File: src/wt_pkg.sv
// constants, register map and helpers of the watch and interval timer
package wt_pkg;

  // ----------------------------------------------------------------
  // register byte addresses on the axi4-lite bus
  // ----------------------------------------------------------------
  localparam logic [11:0] PRESCALE_MODE_ADDR    = 12'h000;
  localparam logic [11:0] PRESCALE_COMPARE_ADDR = 12'h004;
  localparam logic [11:0] WATCH_MODE_ADDR       = 12'h008;
  localparam logic [11:0] STATUS_ADDR           = 12'h00C;

  // ----------------------------------------------------------------
  // reset values
  // ----------------------------------------------------------------
  localparam logic [7:0] PRESCALE_MODE_RST    = 8'h00;
  localparam logic [7:0] PRESCALE_COMPARE_RST = 8'h00;
  localparam logic [7:0] WATCH_MODE_RST       = 8'h00;

  // ----------------------------------------------------------------
  // field positions
  // ----------------------------------------------------------------
  localparam int SOURCE_DIVIDE_LO_POS         = 0;
  localparam int SOURCE_DIVIDE_HI_POS         = 1;
  localparam int MAIN_CLOCK_SUPPLY_ENABLE_POS = 7;
  localparam int TIMER_ENABLE_BIT_POS         = 0;
  localparam int COUNTER_RUN_BIT_POS          = 1;
  localparam int WATCH_PERIOD_SEL_LO_POS      = 2;
  localparam int WATCH_PERIOD_SEL_HI_POS      = 3;
  localparam int INTERVAL_SEL_B0_POS          = 4;
  localparam int INTERVAL_SEL_B2_POS          = 6;
  localparam int CLOCK_SOURCE_SELECT_POS      = 7;
  localparam int STATUS_COUNTER_POS           = 0;
  localparam int STATUS_PRESCALER_POS         = 8;

  // ----------------------------------------------------------------
  // timing taps, in powers of two of the watch clock, and the divider limit for compare 00h
  // ----------------------------------------------------------------
  localparam logic [3:0] INTERVAL_BASE_TAP = 4'h4;  // 2^4 shortest interval
  localparam logic [3:0] SLOW_COUNT_TAP    = 4'h9;  // counter clock fw/2^9
  localparam logic [8:0] COMPARE_ZERO_LIM  = 9'h1FF; // compare 00h means 256

  // ----------------------------------------------------------------
  // axi responses
  // ----------------------------------------------------------------
  localparam logic [1:0] RESP_OKAY   = 2'h0;
  localparam logic [1:0] RESP_SLVERR = 2'h2;

  // true when the low n bits of v are all ones
  function automatic logic low_ones(input logic [10:0] v,
                                    input logic [3:0]  n);
    logic [10:0] mask;
    mask = ~(11'h7FF << n);
    return (v & mask) == mask;
  endfunction

endpackage
File: src/watch_and_interval_timer.sv
// watch and interval timer with its axi4-lite register slave
//
// Implementation choices: register access over AXI4-Lite and the placing of the registers.
`timescale 1ns/1ns

// Operation
// - counter counts only when run and enable set
// - enable clear stops, clears prescaler and counter
// - run clear clears counter only
// - watch interrupt every 0.25 or 0.5 s with the high select bit clear
// - main-clock watch clock only when supply enabled
// - generated clock is main over 2^(m+1)*n
// - interval interrupt repeats per interval select
// - top bit picks source, code sets 2^(4+code)
// - first watch interrupt may be off
// - watch period 2^14, 2^13, 2^5, 2^4
// - source divide by 1, 2, 4, 8
module watch_and_interval_timer
(
  input  wire logic        aclk,
  input  wire logic        aresetn,
  input  wire logic        subclock,
  input  wire logic [11:0] s_axi_awaddr,
  input  wire logic        s_axi_awvalid,
  output logic             s_axi_awready,
  input  wire logic [31:0] s_axi_wdata,
  input  wire logic [3:0]  s_axi_wstrb,
  input  wire logic        s_axi_wvalid,
  output logic             s_axi_wready,
  output logic [1:0]       s_axi_bresp,
  output logic             s_axi_bvalid,
  input  wire logic        s_axi_bready,
  input  wire logic [11:0] s_axi_araddr,
  input  wire logic        s_axi_arvalid,
  output logic             s_axi_arready,
  output logic [31:0]      s_axi_rdata,
  output logic [1:0]       s_axi_rresp,
  output logic             s_axi_rvalid,
  input  wire logic        s_axi_rready,
  output logic             watch_interrupt,
  output logic             interval_interrupt
);

  typedef struct packed {
    logic [7:0]  prescale_mode;
    logic [7:0]  prescale_compare;
    logic [7:0]  watch_mode;
    logic [10:0] prescaler;
    logic [4:0]  counter;
    logic [2:0]  sub_sync;
    logic        watch_irq;
    logic        interval_irq;
    logic        awready;
    logic        wready;
    logic        bvalid;
    logic [1:0]  bresp;
    logic        aw_got;
    logic        w_got;
    logic [11:0] waddr;
    logic [7:0]  wdata;
    logic        wlane0;
    logic        arready;
    logic        rvalid;
    logic [31:0] rdata;
    logic [1:0]  rresp;
  } timer_state_t;

  timer_state_t state_reg;
  timer_state_t state_next;
  logic         brg_tick;
  logic         sub_rise;
  logic         fw_tick;
  logic         timer_enable_bit;
  logic         counter_run_bit;
  logic         watch_period_sel_lo;
  logic         watch_period_sel_hi;
  logic         clock_source_select;
  logic [2:0]   interval_code;
  logic [3:0]   interval_tap;
  logic         count_clock;
  logic         count_done;
  logic         wr_fire;
  logic         wr_ok;

  // ----------------------------------------------------------------
  // field views of the control registers
  // ----------------------------------------------------------------
  assign timer_enable_bit =
    state_reg.watch_mode[wt_pkg::TIMER_ENABLE_BIT_POS];
  assign counter_run_bit =
    state_reg.watch_mode[wt_pkg::COUNTER_RUN_BIT_POS];
  assign watch_period_sel_lo =
    state_reg.watch_mode[wt_pkg::WATCH_PERIOD_SEL_LO_POS];
  assign watch_period_sel_hi =
    state_reg.watch_mode[wt_pkg::WATCH_PERIOD_SEL_HI_POS];
  assign clock_source_select =
    state_reg.watch_mode[wt_pkg::CLOCK_SOURCE_SELECT_POS];
  assign interval_code = state_reg.watch_mode[wt_pkg::INTERVAL_SEL_B2_POS:
                                              wt_pkg::INTERVAL_SEL_B0_POS];

  // ----------------------------------------------------------------
  // main-clock watch clock generator
  // ----------------------------------------------------------------
  wt_baud_gen u_baud
  (
    .aclk    (aclk),
    .aresetn (aresetn),
    .enable  (state_reg.prescale_mode[
                wt_pkg::MAIN_CLOCK_SUPPLY_ENABLE_POS]),
    .div_sel ({state_reg.prescale_mode[wt_pkg::SOURCE_DIVIDE_HI_POS],
               state_reg.prescale_mode[wt_pkg::SOURCE_DIVIDE_LO_POS]}),
    .compare (state_reg.prescale_compare),
    .tick    (brg_tick)
  );

  // ----------------------------------------------------------------
  // watch clock selection and tap decoding
  // ----------------------------------------------------------------
  // subclock edge seen only after the two-stage synchroniser
  assign sub_rise = state_reg.sub_sync[1] & ~state_reg.sub_sync[2];
  assign fw_tick = clock_source_select ? brg_tick : sub_rise;
  assign interval_tap = wt_pkg::INTERVAL_BASE_TAP + {1'b0, interval_code};
  // counter clock is fw when the high select bit is set, else fw/2^9
  assign count_clock = watch_period_sel_hi ? 1'b1 :
    wt_pkg::low_ones(state_reg.prescaler, wt_pkg::SLOW_COUNT_TAP);
  // 16 or 32 counts close one watch period
  assign count_done = watch_period_sel_lo ?
    (state_reg.counter[3:0] == 4'hF) : (state_reg.counter == 5'h1F);

  // write lands once both address and data are in and no answer waits
  assign wr_fire = state_reg.aw_got & state_reg.w_got & ~state_reg.bvalid;
  assign wr_ok = (state_reg.waddr == wt_pkg::PRESCALE_MODE_ADDR) ||
                 (state_reg.waddr == wt_pkg::PRESCALE_COMPARE_ADDR) ||
                 (state_reg.waddr == wt_pkg::WATCH_MODE_ADDR) ||
                 (state_reg.waddr == wt_pkg::STATUS_ADDR);

  // ----------------------------------------------------------------
  // next-state logic
  // ----------------------------------------------------------------
  always_comb
  begin
    state_next = state_reg;
    state_next.watch_irq = 1'b0;
    state_next.interval_irq = 1'b0;
    state_next.sub_sync = {state_reg.sub_sync[1:0], subclock};

    // prescaler and watch counter
    if (!timer_enable_bit)
    begin
      state_next.prescaler = 11'h000;
      state_next.counter = 5'h00;
    end
    else
    begin
      if (fw_tick)
      begin
        // prescaler keeps running with run clear, so interval is undisturbed
        state_next.prescaler = state_reg.prescaler + 11'h001;
        if (wt_pkg::low_ones(state_reg.prescaler, interval_tap))
          state_next.interval_irq = 1'b1;
        if (counter_run_bit && count_clock)
        begin
          state_next.counter = state_reg.counter + 5'h01;
          if (count_done)
          begin
            // first period is short since the prescaler was already running
            state_next.watch_irq = 1'b1;
            if (watch_period_sel_lo)
              state_next.counter = 5'h00;
          end
        end
      end
      if (!counter_run_bit)
        state_next.counter = 5'h00;
    end

    // axi write address and data, taken in either order
    state_next.awready = ~state_reg.aw_got & ~state_next.aw_got;
    state_next.wready = ~state_reg.w_got & ~state_next.w_got;
    if (s_axi_awvalid && state_reg.awready)
    begin
      state_next.aw_got = 1'b1;
      state_next.waddr = s_axi_awaddr;
      state_next.awready = 1'b0;
    end
    if (s_axi_wvalid && state_reg.wready)
    begin
      state_next.w_got = 1'b1;
      state_next.wdata = s_axi_wdata[7:0];
      state_next.wlane0 = s_axi_wstrb[0];
      state_next.wready = 1'b0;
    end
    if (wr_fire)
    begin
      state_next.aw_got = 1'b0;
      state_next.w_got = 1'b0;
      state_next.bvalid = 1'b1;
      state_next.bresp = wr_ok ? wt_pkg::RESP_OKAY : wt_pkg::RESP_SLVERR;
      if (state_reg.wlane0)
      begin
        // settings take effect on the cycle after the write lands
        if (state_reg.waddr == wt_pkg::PRESCALE_MODE_ADDR)
          state_next.prescale_mode = state_reg.wdata;
        if (state_reg.waddr == wt_pkg::PRESCALE_COMPARE_ADDR)
          state_next.prescale_compare = state_reg.wdata;
        if (state_reg.waddr == wt_pkg::WATCH_MODE_ADDR)
          state_next.watch_mode = state_reg.wdata;
      end
    end
    if (state_reg.bvalid && s_axi_bready)
    begin
      state_next.bvalid = 1'b0;
      state_next.awready = 1'b1;
      state_next.wready = 1'b1;
    end
    if (state_reg.bvalid || wr_fire)
    begin
      // no new write is taken while a response is pending
      state_next.awready = state_next.awready & ~state_next.bvalid;
      state_next.wready = state_next.wready & ~state_next.bvalid;
    end

    // axi read: one at a time, answered the cycle after address
    if (s_axi_arvalid && state_reg.arready)
    begin
      state_next.arready = 1'b0;
      state_next.rvalid = 1'b1;
      state_next.rresp = wt_pkg::RESP_OKAY;
      case (s_axi_araddr)
        wt_pkg::PRESCALE_MODE_ADDR:
          state_next.rdata = {24'h000000, state_reg.prescale_mode};
        wt_pkg::PRESCALE_COMPARE_ADDR:
          state_next.rdata = {24'h000000, state_reg.prescale_compare};
        wt_pkg::WATCH_MODE_ADDR:
          state_next.rdata = {24'h000000, state_reg.watch_mode};
        wt_pkg::STATUS_ADDR:
          state_next.rdata = {13'h0000, state_reg.prescaler,
                              3'h0, state_reg.counter};
        default:
        begin
          state_next.rdata = 32'h00000000;
          state_next.rresp = wt_pkg::RESP_SLVERR;
        end
      endcase
    end
    if (state_reg.rvalid && s_axi_rready)
    begin
      state_next.rvalid = 1'b0;
      state_next.arready = 1'b1;
    end
  end

  // ----------------------------------------------------------------
  // state register
  // ----------------------------------------------------------------
  always_ff @(posedge aclk)
  begin
    if (!aresetn)
    begin
      state_reg <= '0;
      state_reg.prescale_mode <= wt_pkg::PRESCALE_MODE_RST;
      state_reg.prescale_compare <= wt_pkg::PRESCALE_COMPARE_RST;
      state_reg.watch_mode <= wt_pkg::WATCH_MODE_RST;
      state_reg.awready <= 1'b1;
      state_reg.wready <= 1'b1;
      state_reg.arready <= 1'b1;
    end
    else
    begin
      state_reg <= state_next;
    end
  end

  // outputs straight from the state register
  assign s_axi_awready = state_reg.awready;
  assign s_axi_wready = state_reg.wready;
  assign s_axi_bvalid = state_reg.bvalid;
  assign s_axi_bresp = state_reg.bresp;
  assign s_axi_arready = state_reg.arready;
  assign s_axi_rvalid = state_reg.rvalid;
  assign s_axi_rdata = state_reg.rdata;
  assign s_axi_rresp = state_reg.rresp;
  assign watch_interrupt = state_reg.watch_irq;
  assign interval_interrupt = state_reg.interval_irq;

endmodule

File: src/wt_baud_gen.sv
// main-clock divider that makes the generated watch clock tick
`timescale 1ns/1ns
module wt_baud_gen
(
  input  wire logic       aclk,
  input  wire logic       aresetn,
  input  wire logic       enable,
  input  wire logic [1:0] div_sel,
  input  wire logic [7:0] compare,
  output logic            tick
);

  typedef struct packed {
    logic [2:0] pre;
    logic [8:0] div;
    logic       tick;
  } baud_state_t;

  baud_state_t state_reg;
  baud_state_t state_next;
  logic [2:0]  src_mask;
  logic        src_tick;
  logic [8:0]  limit;

  // ----------------------------------------------------------------
  // power-of-two divider, then divide by 2n
  // ----------------------------------------------------------------
  always_comb
  begin
    state_next = state_reg;
    state_next.tick = 1'b0;
    src_mask = ~(3'h7 << div_sel);
    src_tick = (state_reg.pre & src_mask) == src_mask;
    // compare 00h stands for 256; the 2n count gives the extra halving
    limit = (compare == 8'h00) ? wt_pkg::COMPARE_ZERO_LIM
                               : {compare, 1'b0} - 9'h001;
    if (!enable)
    begin
      // dividers held clear so the first tick is a full period away
      state_next.pre = 3'h0;
      state_next.div = 9'h000;
    end
    else
    begin
      state_next.pre = state_reg.pre + 3'h1;
      if (src_tick)
      begin
        if (state_reg.div >= limit)
        begin
          state_next.div = 9'h000;
          state_next.tick = 1'b1;
        end
        else
        begin
          state_next.div = state_reg.div + 9'h001;
        end
      end
    end
  end

  // state register
  always_ff @(posedge aclk)
  begin
    if (!aresetn)
      state_reg <= '0;
    else
      state_reg <= state_next;
  end

  assign tick = state_reg.tick;

endmodule

File: config.mk
export PLATFORM = sky130hd
export DESIGN_NAME = watch_and_interval_timer
export DESIGN_NICKNAME = d
export VERILOG_FILES = /design/src/wt_pkg.sv /design/src/watch_and_interval_timer.sv /design/src/wt_baud_gen.sv
export SDC_FILE = /design/constraint.sdc
export NUM_CORES = 1
export LEC_CHECK = 0
export BUFFER_PORTS_ARGS = -buffer_cell sky130_fd_sc_hd__buf_2
export CORE_UTILIZATION = 54
export CTS_CLUSTER_SIZE = 12
export DETAILED_ROUTE_END_ITERATION = 16
export PLACE_DENSITY = 0.9
export SYNTH_ARGS = -nofsm -noshare
export SYNTH_HDL_FRONTEND = slang
export SYNTH_SLANG_ARGS = --single-unit
File: constraint.sdc
create_clock -name aclk -period 3.6 [get_ports aclk]
set_input_delay 0.18 -clock aclk [delete_from_list [all_inputs] [get_ports aclk]]
set_output_delay 0.18 -clock aclk [all_outputs]
set_load 0.1 [all_outputs]
# Yosys cells after proc, flatten, opt, wreduce, memory -nomap -nowiden
# Cells that the tools add are included.
# word_totals
output_inout_bits	43
wordCells	105
reg_bits	122
# op_classes
n_mux	20
n_addsub	6
n_reduce_logical	26
shifts	2
n_eq_ne	11
order_cmp	1
bitwise	15
# op_table
cell	count
$pmux W19 S4	1
$eq A12 B4 Y1 const B	4
$eq A12 B3 Y1 const B	2
$logic_not A12 Y1	2
$mux W9	2
$reduce_and A3 Y1	6
$mux W5	3
$add A11 B1 Y11 const B	1
$and A11 B11 Y11	1
$eq A11 B11 Y1	1
$not A11 Y11	1
$shl A11 B4 Y11 const A	1
$mux W1	10
$add A9 B1 Y9 const B	1
$eq A9 B9 Y1 const B	1
$ge A9 B9 Y1	1
$sub A9 B1 Y9 const B	1
$logic_not A8 Y1	1
$logic_and A1 B1 Y1	6
$mux W2	3
$not A1 Y1	6
$reduce_and A2 Y1	3
$add A5 B1 Y5 const B	1
$and A1 B1 Y1	5
other kinds (13)	17

# Depth between registers and ports, before layout
# depth
depth_word	10
ltp_mapped	13

# By module
# From an unflattened synthesis, not the netlist that was laid out.
# hier_totals
cells_unflattened	552
hier_area_um2	5043.6
# modules_own_cells
mod	cells_each	area_each_um2	seq_area_each_um2	instances
watch_and_interval_timer	433	4125.2	1881.8	1
wt_baud_gen	119	918.4	260.2	1

# Least setup slack after synthesis
# OpenSTA, ideal clock, no wires.
# synth_timing
kind	register to register
from	register state_reg[93] (netlist name)
to	register u_baud.state_reg[4] (netlist name)
path_buffers	1
setup_slack_ps	778
t_arrival_ps	2748
path_stages_with_launch	13
setup_ps	74
required_time_ps	3526
path_cell_list	dfxtp_1 -> or3_1 -> nor3_1 -> inv_1 -> a2111oi_0 -> a21oi_1 -> ha_1 -> a21oi_1 -> o21ai_0 -> a21oi_1 -> buf_2 -> nand3_1 -> a31oi_1
# synth_via
elab_chain_cells	4
elab_cells_between_ends	5
# synth_lines
item	line_no	source
start: declaration	watch_and_interval_timer.sv:68	timer_state_t state_reg;
start signal: assignment	watch_and_interval_timer.sv:270	state_reg <= state_next;
$sub A9 B1 Y9 or $logic_not A8 Y1 (tied branches)	wt_baud_gen.sv:36, wt_baud_gen.sv:35	
$mux W9 *	wt_baud_gen.sv:35	limit = (compare == 8'h00) ? wt_pkg::COMPARE_ZERO_LIM
$ge A9 B9 Y1 *	wt_baud_gen.sv:48	if (state_reg.div >= limit)
$mux W9 *	wt_baud_gen.sv:48	
end signal: assignment	wt_baud_gen.sv:67	state_reg <= state_next;
end: declaration	wt_baud_gen.sv:19	baud_state_t state_reg;
# Mark *: on every way between the ends. The rest lies on a longest branch, timed or not.
# A chain may end at the register's enable or synchronous reset.

# Final worst setup path
# layout_timing
from	register state_reg[93] (netlist name)
to	register u_baud.state_reg[9] (netlist name)
# The elaborated chain is that of the path after synthesis.

==> flow_metrics.tcl <==
set metrics [dict create \
    fin_crit_ns 3.02 \
    crit_required_ns 3.88 \
    period_share 0.840 \
    cp.arrival_ns 3.30 \
    crit_path_max_fanout 15 \
    yosys.area_share.adder 0.0369 \
    criticalPathCategory "reg2reg" \
    cts_hold_buf 0 \
    netlist-cell-type-count 51 \
    clkTransAtPathRegs_ns 0.09 \
    diodes 0 \
    dieArea_um2 9800 \
    min_from "subclock" \
    worstHoldPathCells 2 \
    placementRows 35 \
    path_buf_inv 2 \
    grt_use_total 0.220 \
    timing.fmax_mhz 331 \
    ys.warnings.count 0 \
    clk_latency_ns 0.38 \
    synthSimpleGateAreaFrac 0.224 \
    pwr_density_cell_nw_per_um2 398 \
    crit_top_cell "a21oi_1" \
    grt_pass1_wl_mm 17.4 \
    cts_tree "built" \
    antenna_found_initial 0 \
    synth-seq-area-share 0.422 \
    r2r_start "state_reg[93]" \
    vias_per_cell 5.59 \
    start_util 0.552 \
    fin_util 0.590 \
    cts_htree_levels 3 \
    antenna_left 0 \
    io_buffers 68 \
    synth_top_cell_area_share 0.422 \
    reg2reg_depth 12 \
    fin_nets 708 \
    min_to "state_next[67]" \
    setup_viol 0 \
    ctsResizeCount 0 \
    drv_cap 0 \
    dieHeight_um 99.0 \
    tightest_slew_ns 0.807 \
    largest_register_ffs 59 \
    slew_headroom 0.459 \
    slowest_stage "or3_1" \
    worstHoldPathType "in2reg" \
    core-area_um2 9200 \
    skew_ns 0.00728 \
    drtIter0Drc 184 \
    crit_chain "or3_1 -> nor3_1 -> inv_1 -> a2111oi_0 -> a21oi_1 -> ha_1 -> nand2_1 -> o21ai_0 -> a21oi_1 -> buf_4 -> and4_1 -> o21ba_2" \
    final_layout_size_suffix_gt1_frac 0.154 \
    routedWlPerCell_um 13.8 \
    synth_edf_count 0 \
    syn_area_um2 5080 \
    rr_endpoint "u_baud.state_reg[9]" \
    synth_area_leaders "dfxtp_1 (42%), nand2_1 (7.5%), buf_4 (5.5%)" \
    syn_avg_cell_area_um2 8.57 \
    critical-path-top-delay-family "compound AO/OA/AOI/OAI gates" \
    synth_compound_area_frac 0.155 \
    fin_area_um2 5430 \
    status "complete, no violations" \
    grt_max_degree 52 \
    rsz0062_at_grt "false" \
    numCtsBuffers 9 \
    io_pins 111 \
    synth_xor_area_frac 0.0293 \
    dp_hpwl_mm 7.64 \
    cts.sinks 107 \
    maxSlewViolCount 0 \
    cp-start-kind "flip-flop" \
    grt_pass1_vias 3865 \
    synthFlopType "dfxtp_1" \
    finalHoldViolCount 0 \
    post-cts-setup-buffers 0 \
    vias 4140 \
    finalSetupTns_ns 0 \
    routabilityCongestion 0.850 \
    synthToLayoutAreaGrowth_pct 6.90 \
    synth_top_family_by_area "simple AND/OR/NAND/NOR gates" \
    totalWireLength_mm 10.3 \
    die_x_um 99.0 \
    synth-async-reset-ratio 0 \
    grt_overflow 0 \
    leakage_uw 0.00211 \
    cts_buffer_depth 2 \
    rrSetupSlack_ns 0.58 \
    cp-end-kind "flip-flop" \
    syn_inst 593 \
    muxShareOfSynthArea 0.0478 \
    finalPower_uw 2160 \
    dpl_cell_area_um2 5240 \
    drc 0 \
    cpPeakStageDelay_ns 0.41 \
    drtPass1Iterations 4 \
    cts-root-buf "clkbuf_8" \
    synth_seq_cells 107 \
    ir_drop_v 0.000308 \
    yosysTopAreaCell "dfxtp_1" \
]
==> placed cells by master (no fill, tap or decap), types with 6 or more instances in the layout <==
master | netlist | final
xor2_1 | 9 | 9
o31ai_1 | 7 | 7
inv_1 | 10 | 10
nand3_1 | 39 | 39
conb_1 | 1 | 15
clkbuf_8 | 0 | 11
nand2_1 | 101 | 101
o21ai_0 | 27 | 27
and2_1 | 8 | 8
a21oi_1 | 18 | 18
mux2i_1 | 22 | 22
nor2b_1 | 10 | 10
nand4_1 | 8 | 8
dfxtp_1 | 107 | 107
ha_1 | 15 | 15
a22o_1 | 12 | 12
a31oi_1 | 6 | 6
a21boi_0 | 27 | 27
xnor2_1 | 8 | 8
buf_2 | 5 | 68
nor2_1 | 39 | 39
==> layer usage <==
metal	global-route usage	vias to the layer above	wire, um
met3	0.0631	21	510
li1	-	2061	-
met5	0	-	0
met4	0.0677	0	185
met2	0.385	129	5070
met1	0.261	1929	4500
==> worst register-to-register path: stages (launching register included) <==
cell	delay, ns
dfxtp_1	0.34
or3_1	0.41
nor3_1	0.24
inv_1	0.08
a2111oi_0	0.40
a21oi_1	0.10
ha_1	0.33
nand2_1	0.05
o21ai_0	0.30
a21oi_1	0.09
buf_4	0.20
and4_1	0.20
o21ba_2	0.18
==> synth_stat cells, types with 10 or more instances <==
cell type	count
dfxtp_1	107
nand2_1	101
nand3_1	39
nor2_1	39
buf_4	37
a21boi_0	27
o21ai_0	27
mux2i_1	22
clkbuf_1	19
a21oi_1	18
ha_1	15
a22o_1	12
inv_1	10
nor2b_1	10
==> kinds of logic (layout without fill, tap and decap cells) <==
group / count (synthesis) / in the layout
multiplexers: 23 / 23
AO/OA/AOI/OAI: 116 / 116
XOR/XNOR: 17 / 17
buffers and inverters: 74 / 97
AND/OR/NAND/NOR: 240 / 240
adder cells (fa/ha/maj): 15 / 15
other: 1 / 15
flip-flops: 107 / 107
==> stage by stage <==
stage / hold WS, ns / worst slack [ns] / instances
CTS: 0.00683 / 0.577 / 741
floorplan: 0.307 / 0.778 / 607
global placement: 0.398 / 0.667 / 725
finish: 0.0148 / 0.577 / 741
detailed placement: 0.399 / 0.589 / 725
global route: 0.00378 / 0.152 / 741
==> worst max-delay path by stage <==
stage	startpoint	to	cells past startpoint
finish	state_reg[93]	u_baud.state_reg[9]	12
global route	state_reg[93]	u_baud.state_reg[9]	12
CTS	state_reg[93]	u_baud.state_reg[9]	12
detailed placement	state_reg[93]	u_baud.state_reg[9]	12
global placement	state_reg[93]	u_baud.state_reg[9]	12
floorplan	state_reg[93]	u_baud.state_reg[4]	12
==> power by group <==
group          internal [uW]  total (uW)  switching (uW)
Combinational           50.2         229             179
Clock                    295         702             407
Sequential              1210        1230            21.6
==> cell type report <==
cell class | instances | area [um2]
fill | 801 | 3770
multi-input combinational | 426 | 2560
sequential | 107 | 2140
timing repair buffer | 71 | 363
clock buffer | 12 | 155
tap | 111 | 139
inverter | 10 | 37.5
clock inverter | 4 | 33.8
Note: power is estimated with default switching activity, not from simulation.
